==> config.mk <==
export PLATFORM = sky130hd
export DESIGN_NAME = ppr_regs
export DESIGN_NICKNAME = d
export VERILOG_FILES = /design/src/ppr_frame_scan.v /design/src/ppr_id_hash.v /design/src/ppr_regs.v
export VERILOG_INCLUDE_DIRS = /design/src /design/src/src
export SDC_FILE = /design/constraint.sdc
export NUM_CORES = 1
export LEC_CHECK = 0
export BUFFER_PORTS_ARGS = -buffer_cell sky130_fd_sc_hd__buf_2
export CAP_MARGIN = 20
export CORE_UTILIZATION = 25
export CTS_CLUSTER_DIAMETER = 40
export CTS_CLUSTER_SIZE = 24
export DETAILED_ROUTE_END_ITERATION = 8
export GPL_TIMING_DRIVEN = 0
export HOLD_SLACK_MARGIN = 0.15
export PLACE_DENSITY = 0.52
export SLEW_MARGIN = 40
export SYNTH_ARGS = -nofsm -noshare
export SYNTH_HDL_FRONTEND = slang
export SYNTH_SLANG_ARGS = --single-unit
==> constraint.sdc <==
create_clock -name aclk -period 5.7 [get_ports aclk]
set_input_delay 1.71 -clock aclk [delete_from_list [all_inputs] [get_ports aclk]]
set_output_delay 1.71 -clock aclk [all_outputs]
set_load 0.005 [all_outputs]
==> src/ppr_consts.vh <==
/*
  constants of the ptp parser / pin monitor / identity hash register bank.
  assumes: included by bare name from every design file of the bank.
*/
`ifndef PPR_CONSTS_VH
`define PPR_CONSTS_VH

// ----------------------------------------------------------------
// register indices (byte address is four times the index)
// ----------------------------------------------------------------
`define PPR_IDX_W 8
`define PPR_IDX_ETYPE 8'h1c
`define PPR_IDX_OFF 8'h1d
`define PPR_IDX_GPIO 8'h1e
`define PPR_IDX_HASH 8'h1f

// ----------------------------------------------------------------
// fields and reset values
// ----------------------------------------------------------------
`define PPR_ETYPE_RST 16'hf788
`define PPR_HASH_EN_BIT 12
`define PPR_HASH_W 12
`define PPR_OFF_W 8
`define PPR_GPIO_W 12
`define PPR_RESP_OKAY 2'b00
`define PPR_RESP_SLVERR 2'b10

// ----------------------------------------------------------------
// frame layout
// ----------------------------------------------------------------
`define PPR_POS_W 11
`define PPR_POS_NONE 11'h7ff
`define PPR_ETYPE_POS 11'h00c
`define PPR_VLAN_ETYPE_POS 11'h010
`define PPR_TPID 16'h8100
`define PPR_TYPE_IPV4 16'h0800
`define PPR_TYPE_IPV6 16'h86dd
`define PPR_PROTO_UDP 8'h11
`define PPR_V4_PROTO_OFS 11'h00b
`define PPR_V6_NH_OFS 11'h008
`define PPR_V6_UDP_END 11'h032
`define PPR_UDP_HDR 11'h008
`define PPR_L3_OFS 11'h002
`define PPR_ID_FIRST 11'h014
`define PPR_ID_LAST 11'h01d

`endif

==> src/ppr_frame_scan.v <==
/*
  frame scanner: locates the ptp message in a received byte stream,
  reports its byte offset and strobes the ten source identity octets.
  assumes: one byte per rx_valid, rx_sof on the first byte of a frame.
*/
`timescale 1ns/10ps
`include "ppr_consts.vh"

module ppr_frame_scan (
  input wire aclk,
  input wire aresetn,
  input wire [15:0] type_match,
  input wire rx_valid,
  input wire [7:0] rx_data,
  input wire rx_sof,
  output reg [`PPR_OFF_W-1:0] offset_ff,
  output wire id_stb,
  output wire id_first,
  output wire id_last
);

  reg [`PPR_POS_W-1:0] cnt_ff;
  reg [`PPR_POS_W-1:0] et_pos_ff;
  reg [`PPR_POS_W-1:0] msg_pos_ff;
  reg [`PPR_POS_W-1:0] ref_pos_ff;
  reg [7:0] et_hi_ff;
  reg [3:0] ihl_ff;
  reg is_v4_ff;
  reg is_v6_ff;
  wire [`PPR_POS_W-1:0] pos;
  wire [`PPR_POS_W-1:0] rel;
  wire [15:0] etype;
  wire [`PPR_POS_W-1:0] v4_end;

  assign pos = rx_sof ? {`PPR_POS_W{1'b0}} : cnt_ff;
  assign rel = pos - msg_pos_ff;
  assign etype = {et_hi_ff, rx_data};
  // ip header length in words, then the fixed udp header
  assign v4_end = et_pos_ff + `PPR_L3_OFS + {5'h00, ihl_ff, 2'b00} + `PPR_UDP_HDR;

  // ----------------------------------------------------------------
  // identity octets sit 20..29 bytes into the message
  // ----------------------------------------------------------------
  assign id_stb = rx_valid && (msg_pos_ff != `PPR_POS_NONE) && (pos >= msg_pos_ff)
                  && (rel >= `PPR_ID_FIRST) && (rel <= `PPR_ID_LAST);
  assign id_first = id_stb && (rel == `PPR_ID_FIRST);
  assign id_last = id_stb && (rel == `PPR_ID_LAST);

  // ----------------------------------------------------------------
  // header walk
  // ----------------------------------------------------------------
  always @(posedge aclk)
  begin
    if (!aresetn)
    begin
      cnt_ff <= {`PPR_POS_W{1'b0}};
      et_pos_ff <= `PPR_ETYPE_POS;
      msg_pos_ff <= `PPR_POS_NONE;
      ref_pos_ff <= {`PPR_POS_W{1'b0}};
      et_hi_ff <= 8'h00;
      ihl_ff <= 4'h0;
      is_v4_ff <= 1'b0;
      is_v6_ff <= 1'b0;
      offset_ff <= {`PPR_OFF_W{1'b0}};
    end
    else if (rx_valid)
    begin
      cnt_ff <= pos + 11'h001;
      if (rx_sof)
      begin
        et_pos_ff <= `PPR_ETYPE_POS;
        msg_pos_ff <= `PPR_POS_NONE;
        is_v4_ff <= 1'b0;
        is_v6_ff <= 1'b0;
      end
      if (pos == et_pos_ff)
        et_hi_ff <= rx_data;
      if (pos == et_pos_ff + 11'h001)
      begin
        // one vlan tag moves the type field; layer 2 wins over ip
        if (etype == `PPR_TPID && et_pos_ff == `PPR_ETYPE_POS)
          et_pos_ff <= `PPR_VLAN_ETYPE_POS;
        else if (etype == type_match)
        begin
          msg_pos_ff <= pos + 11'h001;
          ref_pos_ff <= et_pos_ff;
        end
        else if (etype == `PPR_TYPE_IPV4)
          is_v4_ff <= 1'b1;
        else if (etype == `PPR_TYPE_IPV6)
          is_v6_ff <= 1'b1;
      end
      if (is_v4_ff && pos == et_pos_ff + `PPR_L3_OFS)
        ihl_ff <= rx_data[3:0];
      if (is_v4_ff && pos == et_pos_ff + `PPR_V4_PROTO_OFS && rx_data == `PPR_PROTO_UDP)
      begin
        msg_pos_ff <= v4_end;
        ref_pos_ff <= v4_end;
      end
      if (is_v6_ff && pos == et_pos_ff + `PPR_V6_NH_OFS && rx_data == `PPR_PROTO_UDP)
      begin
        msg_pos_ff <= et_pos_ff + `PPR_V6_UDP_END;
        ref_pos_ff <= et_pos_ff + `PPR_V6_UDP_END;
      end
      if (!rx_sof && pos == msg_pos_ff)
        offset_ff <= msg_pos_ff[`PPR_OFF_W-1:0] - ref_pos_ff[`PPR_OFF_W-1:0];
    end
  end

endmodule

==> src/ppr_id_hash.v <==
/*
  identity hash: folds the ten source identity octets into 12 bits.
  assumes: stb per octet, first on the first octet, last on the tenth.
*/
`timescale 1ns/10ps
`include "ppr_consts.vh"

module ppr_id_hash #(
  parameter HASH_SEL = 0
) (
  input wire aclk,
  input wire aresetn,
  input wire stb,
  input wire first,
  input wire last,
  input wire [7:0] data,
  output reg [`PPR_HASH_W-1:0] hash_ff,
  output reg done_ff
);

  wire [`PPR_HASH_W-1:0] base;
  wire [`PPR_HASH_W-1:0] nxt_hash;

  assign base = first ? {`PPR_HASH_W{1'b0}} : hash_ff;

  // ----------------------------------------------------------------
  // swappable fold: rotate-xor or a crc-like step
  // ----------------------------------------------------------------
  generate
    if (HASH_SEL == 0)
    begin : g_rot
      assign nxt_hash = {base[10:0], base[11]} ^ {4'h0, data};
    end
    else
    begin : g_crc
      assign nxt_hash = ({base[10:0], 1'b0} ^ {4'h0, data})
                        ^ (base[11] ? 12'h80f : 12'h000);
    end
  endgenerate

  always @(posedge aclk)
  begin
    if (!aresetn)
    begin
      hash_ff <= {`PPR_HASH_W{1'b0}};
      done_ff <= 1'b0;
    end
    else
    begin
      done_ff <= stb && last;
      if (stb)
        hash_ff <= nxt_hash;
    end
  end

endmodule

==> src/ppr_regs.v <==
/*
  ptp parser register bank on an axi4-lite slave: message offset,
  general-purpose pin monitor, source identity hash filter, layer 2 type.
  assumes: byte stream, pins and timestamp strobes synchronous to aclk;
  one write and one read under way at a time.
*/
`timescale 1ns/10ps
`include "ppr_consts.vh"

module ppr_regs #(
  parameter ADDR_W = 12,
  parameter TS_W = 64,
  parameter HASH_SEL = 0
) (
  input wire aclk,
  input wire aresetn,
  input wire [ADDR_W-1:0] s_axi_awaddr,
  input wire s_axi_awvalid,
  output reg s_axi_awready,
  input wire [31:0] s_axi_wdata,
  input wire [3:0] s_axi_wstrb,
  input wire s_axi_wvalid,
  output reg s_axi_wready,
  output reg [1:0] s_axi_bresp,
  output reg s_axi_bvalid,
  input wire s_axi_bready,
  input wire [ADDR_W-1:0] s_axi_araddr,
  input wire s_axi_arvalid,
  output reg s_axi_arready,
  output reg [31:0] s_axi_rdata,
  output reg [1:0] s_axi_rresp,
  output reg s_axi_rvalid,
  input wire s_axi_rready,
  input wire [`PPR_GPIO_W-1:0] gpio_in,
  input wire rx_valid,
  input wire [7:0] rx_data,
  input wire rx_sof,
  input wire rx_ts_valid,
  input wire [TS_W-1:0] rx_ts,
  input wire tx_ts_insert_in,
  output reg rx_ts_out_valid,
  output reg [TS_W-1:0] rx_ts_out,
  output reg tx_ts_insert
);

  // ----------------------------------------------------------------
  // register state
  // ----------------------------------------------------------------
  reg [15:0] layer2_type_match_value_ff;
  reg hash_en_ff;
  reg [`PPR_HASH_W-1:0] expected_identity_hash_ff;
  reg id_match_ff;
  reg aw_hold_ff;
  reg w_hold_ff;
  reg [ADDR_W-1:0] awaddr_ff;
  reg [31:0] wdata_ff;
  reg [3:0] wstrb_ff;

  wire [`PPR_OFF_W-1:0] message_offset_field;
  wire [`PPR_GPIO_W-1:0] pin_level_snapshot;
  wire id_stb;
  wire id_first;
  wire id_last;
  wire [`PPR_HASH_W-1:0] id_hash;
  wire id_done;

  // ----------------------------------------------------------------
  // parser and hash
  // ----------------------------------------------------------------
  ppr_frame_scan u_scan (
    .aclk(aclk),
    .aresetn(aresetn),
    .type_match(layer2_type_match_value_ff),
    .rx_valid(rx_valid),
    .rx_data(rx_data),
    .rx_sof(rx_sof),
    .offset_ff(message_offset_field),
    .id_stb(id_stb),
    .id_first(id_first),
    .id_last(id_last)
  );

  ppr_id_hash #(
    .HASH_SEL(HASH_SEL)
  ) u_hash (
    .aclk(aclk),
    .aresetn(aresetn),
    .stb(id_stb),
    .first(id_first),
    .last(id_last),
    .data(rx_data),
    .hash_ff(id_hash),
    .done_ff(id_done)
  );

  assign pin_level_snapshot = gpio_in;

  // ----------------------------------------------------------------
  // timestamp gate
  // ----------------------------------------------------------------
  // match is per frame; a frame without identity octets never matches
  always @(posedge aclk)
  begin
    if (!aresetn)
    begin
      id_match_ff <= 1'b0;
      rx_ts_out_valid <= 1'b0;
      rx_ts_out <= {TS_W{1'b0}};
      tx_ts_insert <= 1'b0;
    end
    else
    begin
      if (rx_valid && rx_sof)
        id_match_ff <= 1'b0;
      else if (id_done)
        id_match_ff <= (id_hash == expected_identity_hash_ff);
      rx_ts_out_valid <= rx_ts_valid && (!hash_en_ff || id_match_ff);
      if (rx_ts_valid)
        rx_ts_out <= rx_ts;
      tx_ts_insert <= tx_ts_insert_in;
    end
  end

  // ----------------------------------------------------------------
  // axi4-lite write channel
  // ----------------------------------------------------------------
  wire aw_take;
  wire w_take;
  wire aw_have;
  wire w_have;
  wire do_wr;
  wire [ADDR_W-1:0] wr_addr;
  wire [31:0] wr_data;
  wire [3:0] wr_strb;
  wire [`PPR_IDX_W-1:0] wr_idx;
  wire wr_mapped;
  wire nxt_aw_hold;
  wire nxt_w_hold;
  wire nxt_bvalid;

  assign aw_take = s_axi_awvalid && s_axi_awready;
  assign w_take = s_axi_wvalid && s_axi_wready;
  assign aw_have = aw_hold_ff || aw_take;
  assign w_have = w_hold_ff || w_take;
  assign do_wr = aw_have && w_have;
  assign wr_addr = aw_take ? s_axi_awaddr : awaddr_ff;
  assign wr_data = w_take ? s_axi_wdata : wdata_ff;
  assign wr_strb = w_take ? s_axi_wstrb : wstrb_ff;
  assign wr_idx = wr_addr[`PPR_IDX_W+1:2];
  assign wr_mapped = (wr_addr[ADDR_W-1:`PPR_IDX_W+2] == {(ADDR_W-`PPR_IDX_W-2){1'b0}})
                     && (wr_idx >= `PPR_IDX_ETYPE) && (wr_idx <= `PPR_IDX_HASH);
  assign nxt_aw_hold = aw_have && !do_wr;
  assign nxt_w_hold = w_have && !do_wr;
  assign nxt_bvalid = do_wr || (s_axi_bvalid && !s_axi_bready);

  always @(posedge aclk)
  begin
    if (!aresetn)
    begin
      aw_hold_ff <= 1'b0;
      w_hold_ff <= 1'b0;
      awaddr_ff <= {ADDR_W{1'b0}};
      wdata_ff <= 32'h0000_0000;
      wstrb_ff <= 4'h0;
      s_axi_awready <= 1'b0;
      s_axi_wready <= 1'b0;
      s_axi_bvalid <= 1'b0;
      s_axi_bresp <= `PPR_RESP_OKAY;
      layer2_type_match_value_ff <= `PPR_ETYPE_RST;
      hash_en_ff <= 1'b0;
      expected_identity_hash_ff <= {`PPR_HASH_W{1'b0}};
    end
    else
    begin
      aw_hold_ff <= nxt_aw_hold;
      w_hold_ff <= nxt_w_hold;
      if (aw_take)
        awaddr_ff <= s_axi_awaddr;
      if (w_take)
      begin
        wdata_ff <= s_axi_wdata;
        wstrb_ff <= s_axi_wstrb;
      end
      // hold off new work until the response is gone
      s_axi_awready <= !nxt_aw_hold && !nxt_bvalid;
      s_axi_wready <= !nxt_w_hold && !nxt_bvalid;
      s_axi_bvalid <= nxt_bvalid;
      if (do_wr)
        s_axi_bresp <= wr_mapped ? `PPR_RESP_OKAY : `PPR_RESP_SLVERR;
      if (do_wr && wr_mapped && wr_idx == `PPR_IDX_ETYPE)
      begin
        if (wr_strb[0])
          layer2_type_match_value_ff[7:0] <= wr_data[7:0];
        if (wr_strb[1])
          layer2_type_match_value_ff[15:8] <= wr_data[15:8];
      end
      // bits 15:13 and 31:16 have no storage, so writes there vanish
      if (do_wr && wr_mapped && wr_idx == `PPR_IDX_HASH)
      begin
        if (wr_strb[0])
          expected_identity_hash_ff[7:0] <= wr_data[7:0];
        if (wr_strb[1])
        begin
          expected_identity_hash_ff[11:8] <= wr_data[11:8];
          hash_en_ff <= wr_data[`PPR_HASH_EN_BIT];
        end
      end
    end
  end

  // ----------------------------------------------------------------
  // axi4-lite read channel
  // ----------------------------------------------------------------
  wire ar_take;
  wire [`PPR_IDX_W-1:0] rd_idx;
  wire rd_high_zero;
  wire nxt_rvalid;
  reg [31:0] rd_mux;
  reg rd_mapped;

  assign ar_take = s_axi_arvalid && s_axi_arready;
  assign rd_idx = s_axi_araddr[`PPR_IDX_W+1:2];
  assign rd_high_zero = (s_axi_araddr[ADDR_W-1:`PPR_IDX_W+2]
                         == {(ADDR_W-`PPR_IDX_W-2){1'b0}});
  assign nxt_rvalid = ar_take || (s_axi_rvalid && !s_axi_rready);

  always @*
  begin
    rd_mux = 32'h0000_0000;
    rd_mapped = rd_high_zero;
    case (rd_idx)
      `PPR_IDX_ETYPE:
        rd_mux[15:0] = layer2_type_match_value_ff;
      `PPR_IDX_OFF:
        rd_mux[`PPR_OFF_W-1:0] = message_offset_field;
      `PPR_IDX_GPIO:
        rd_mux[`PPR_GPIO_W-1:0] = pin_level_snapshot;
      `PPR_IDX_HASH:
        rd_mux[`PPR_HASH_EN_BIT:0] = {hash_en_ff, expected_identity_hash_ff};
      default:
        rd_mapped = 1'b0;
    endcase
  end

  // the pin levels are caught on the edge that takes the address
  always @(posedge aclk)
  begin
    if (!aresetn)
    begin
      s_axi_arready <= 1'b0;
      s_axi_rvalid <= 1'b0;
      s_axi_rdata <= 32'h0000_0000;
      s_axi_rresp <= `PPR_RESP_OKAY;
    end
    else
    begin
      s_axi_arready <= !nxt_rvalid;
      s_axi_rvalid <= nxt_rvalid;
      if (ar_take)
      begin
        s_axi_rdata <= rd_mapped ? rd_mux : 32'h0000_0000;
        s_axi_rresp <= rd_mapped ? `PPR_RESP_OKAY : `PPR_RESP_SLVERR;
      end
    end
  end

endmodule

==> metrics.yaml <==
grt_pass1_vias: 11130
clk_pin_slew_ps: 50
nFillCells: 5324
hpwl_microns: 34770
max_freq_mhz: 185.6
max-cap-violations: 0
final-setup-viol-count: 0
leakagePower_uw: 0.006920
cts_buffer_depth: 3
grt_use_total_pct: 16.50
routabilityCongestion: 0.9264
fin_worst_skew_ps: 25.82
drive_gt1_share_pct: 21.67
relSlewSlack_pct: 42.70
busiest_layer: "met2"
seqPwrFrac_pct: 37.7
synthesis.area_sq_mm: 0.01283
via_count: 11540
worstPathRequired_ps: 6180
end_kind: "register"
io_buffers: 214
mostFrequentLayoutCell: "buf_2"
cts-root-buf: "clkbuf_16"
avgSynthCellArea_sq_um: 8.894
p_switching_uw: 1101
drt_iter0_markers: 848
finalHoldViolCount: 0
core_area_sq_mm: 0.05038
totalWireLength_microns: 44110
drt_pre_antenna_iters: 5
synth_top_area_share_pct: 35.10
wl_per_cell_microns: 18.27
viasPerCell: 4.778
synthFlopType: "dfxtp_1"
rsz0062_at_grt: "no"
rows: 82
grtUsageMet2_pct: 26.62
boundaryPins: 262
clock_power_share_pct: 54.1
layout_worst_path_cycle_share_pct: 94.52
syn_inst: 1443
dieArea_sq_mm: 0.05224
multi_input_area_sq_mm: 0.007676
ff_latch_area_sq_mm: 0.004504
start_kind: "primary input"
combPwrFrac_pct: 8.2
met3_usage_pct: 2.645
fin_crit_ps: 5387
hp-class: "register to register"
use_met1_pct: 22.31
internal-power_uw: 3269
finalPower_uw: 4370
cts.htree.levels: 2
synth_cell_types: 77
cts-buffers-inserted: 37
crit_type: "primary input to register"
worstPathArrival_ps: 5870
post_cts_buffers: 0
vdd_drop_max_mv: 0.1821
p_sw_share_pct: 25.19
area_growth_pct: 25.72
p_per_area_mw_per_mm2: 270.8
cts_sinks: 225
antenna_left: 0
fin_hold_ws_ps: 425.0
fp.dieW_microns: 228.6
worst_slew_pin_slew_ps: 857.8
antenna_found_initial: 6
yosysWarnings: 0
nets: 1904
synth_seq_cells: 225
clk_latency_ps: 560
synth.area.top_cells: "dfxtp_1 (35%), mux2i_1 (9.2%), nor2b_1 (6.0%), xnor2_1 (5.6%), nand2_1 (3.9%)"
grt_max_degree: 15
drv_slew: 0
cts_tree: "yes"
post_cts_resized: 0
cp_max_fo: 10
async_reset_ff_share_pct: 0
die_h_microns: 228.6
start_util_pct: 25.48
synth_seq_area_share_pct: 35.10
run_status: "finished, final reports clean"
grt_remaining_overflow: 0
synth.largest_area_cell: "dfxtp_1"
drc: 0
cts_hold_buffers: 0
synth_edf_count: 0
final_cell_mix: "buf_2 (235), dfxtp_1 (225), nand2_1 (134), nor2b_1 (123), mux2i_1 (118)"
grt_first_pass_wirelength_microns: 67010
flip-flops by register name, indices dropped and copies added (netlist names), 2 cells and up:
name                        count
u_scan.ihl_ff                   4
s_axi_rdata                    16
u_scan.msg_pos_ff              11
wdata_ff                       16
u_scan.ref_pos_ff               8
u_scan.cnt_ff                  11
u_scan.et_pos_ff               11
rx_ts_out                      64
expected_identity_hash_ff      12
u_hash.hash_ff                 12
u_scan.et_hi_ff                 8
u_scan.offset_ff                8
wstrb_ff                        2
awaddr_ff                      10
layer2_type_match_value_ff     16
per-stage QoR:
stage	TNS (ps)	worst slack [ps]	area [sq um]	util, %	std cells
after floorplan	0	846.0	12900	-	1460
after global placement	-800.1	-113.4	14810	29.40	2346
after detailed placement	-881.2	-116.8	14820	29.42	2346
after CTS	0	444.4	16120	32.01	2412
after global routing	0	117.0	16130	32.02	2412
final	0	312.5	16130	32.03	2414
final cells by class:
class | instances | share of cell area (%)
tap | 672 | 5.211
buffer | 117 | 3.575
clock buffer | 45 | 6.367
inverter | 41 | 0.9694
sequential | 225 | 27.92
multi-input combinational | 1077 | 47.58
clock inverter | 21 | 1.714
timing repair buffer | 214 | 6.638
antenna | 2 | 0.03102
metal layers:
layer	vias to the layer above	wire length [microns]
li1	5551	-
met2	394	20020
met4	4	1123
met5	-	22
met3	79	2669
met1	5507	20280
path summary, 6_finish.rpt:
kind,startpoint,to,slack [ps],cells after the start
max,rx_sof,u_hash.hash_ff[10],310,16
min reg2reg,aw_hold_ff,s_axi_awready,430,1
max reg2reg,u_scan.et_pos_ff[2],u_scan.msg_pos_ff[9],1370,15
min,aw_hold_ff,s_axi_awready,430,1
critical path: stages:
cell and delay [ps]:
buf_2 90, buf_4 180, buf_2 270, nand2b_1 220, buf_2 320, inv_1 90, ha_1 380, a21o_1 210
a21oi_1 240, xnor2_1 150, a2111oi_0 460, o221ai_1 280, nor4_4 550, and2_1 300, buf_4 210, mux2i_1 190
power groups by stage:
stage	logic [uW]	clock network, uW	registers [uW]
5_1_grt	391	2480	1650
3_3_place_gp	355	0	1680
2_1_floorplan	200	0	1680
3_5_place_dp	358	0	1680
6_report	358	2370	1650
4_1_cts	360	2420	1650
kinds of logic (layout without fill, tap and decap cells):
logic type               after synthesis  after routing  synth area share (%)
AND/OR/NAND/NOR                      532            532                 22.44
AO/OA/AOI/OAI                        231            231                 12.64
flip-flops                           225            225                 35.10
buffers and inverters                158            438                 5.694
multiplexers                         144            144                 12.19
XOR/XNOR                             114            114                 8.063
adder cells (fa/ha/maj)               38             38                 3.851
other                                  1             20               0.02922
cell usage after synthesis (18+ instances only):
master,instances
nand4_1,26
nand2_1,134
and2_1,26
nand2b_1,27
a21oi_1,45
o211a_1,20
a21boi_0,20
xnor2_1,82
and3_1,20
nor3_1,35
ha_1,33
xor2_1,28
buf_4,25
inv_1,40
nor2b_1,123
mux2_2,18
nor2_1,66
nand3_1,23
buf_2,21
dfxtp_1,225
clkbuf_1,65
mux2i_1,118
o21ai_0,40
No activity file was read; power rests on OpenSTA's default activity.
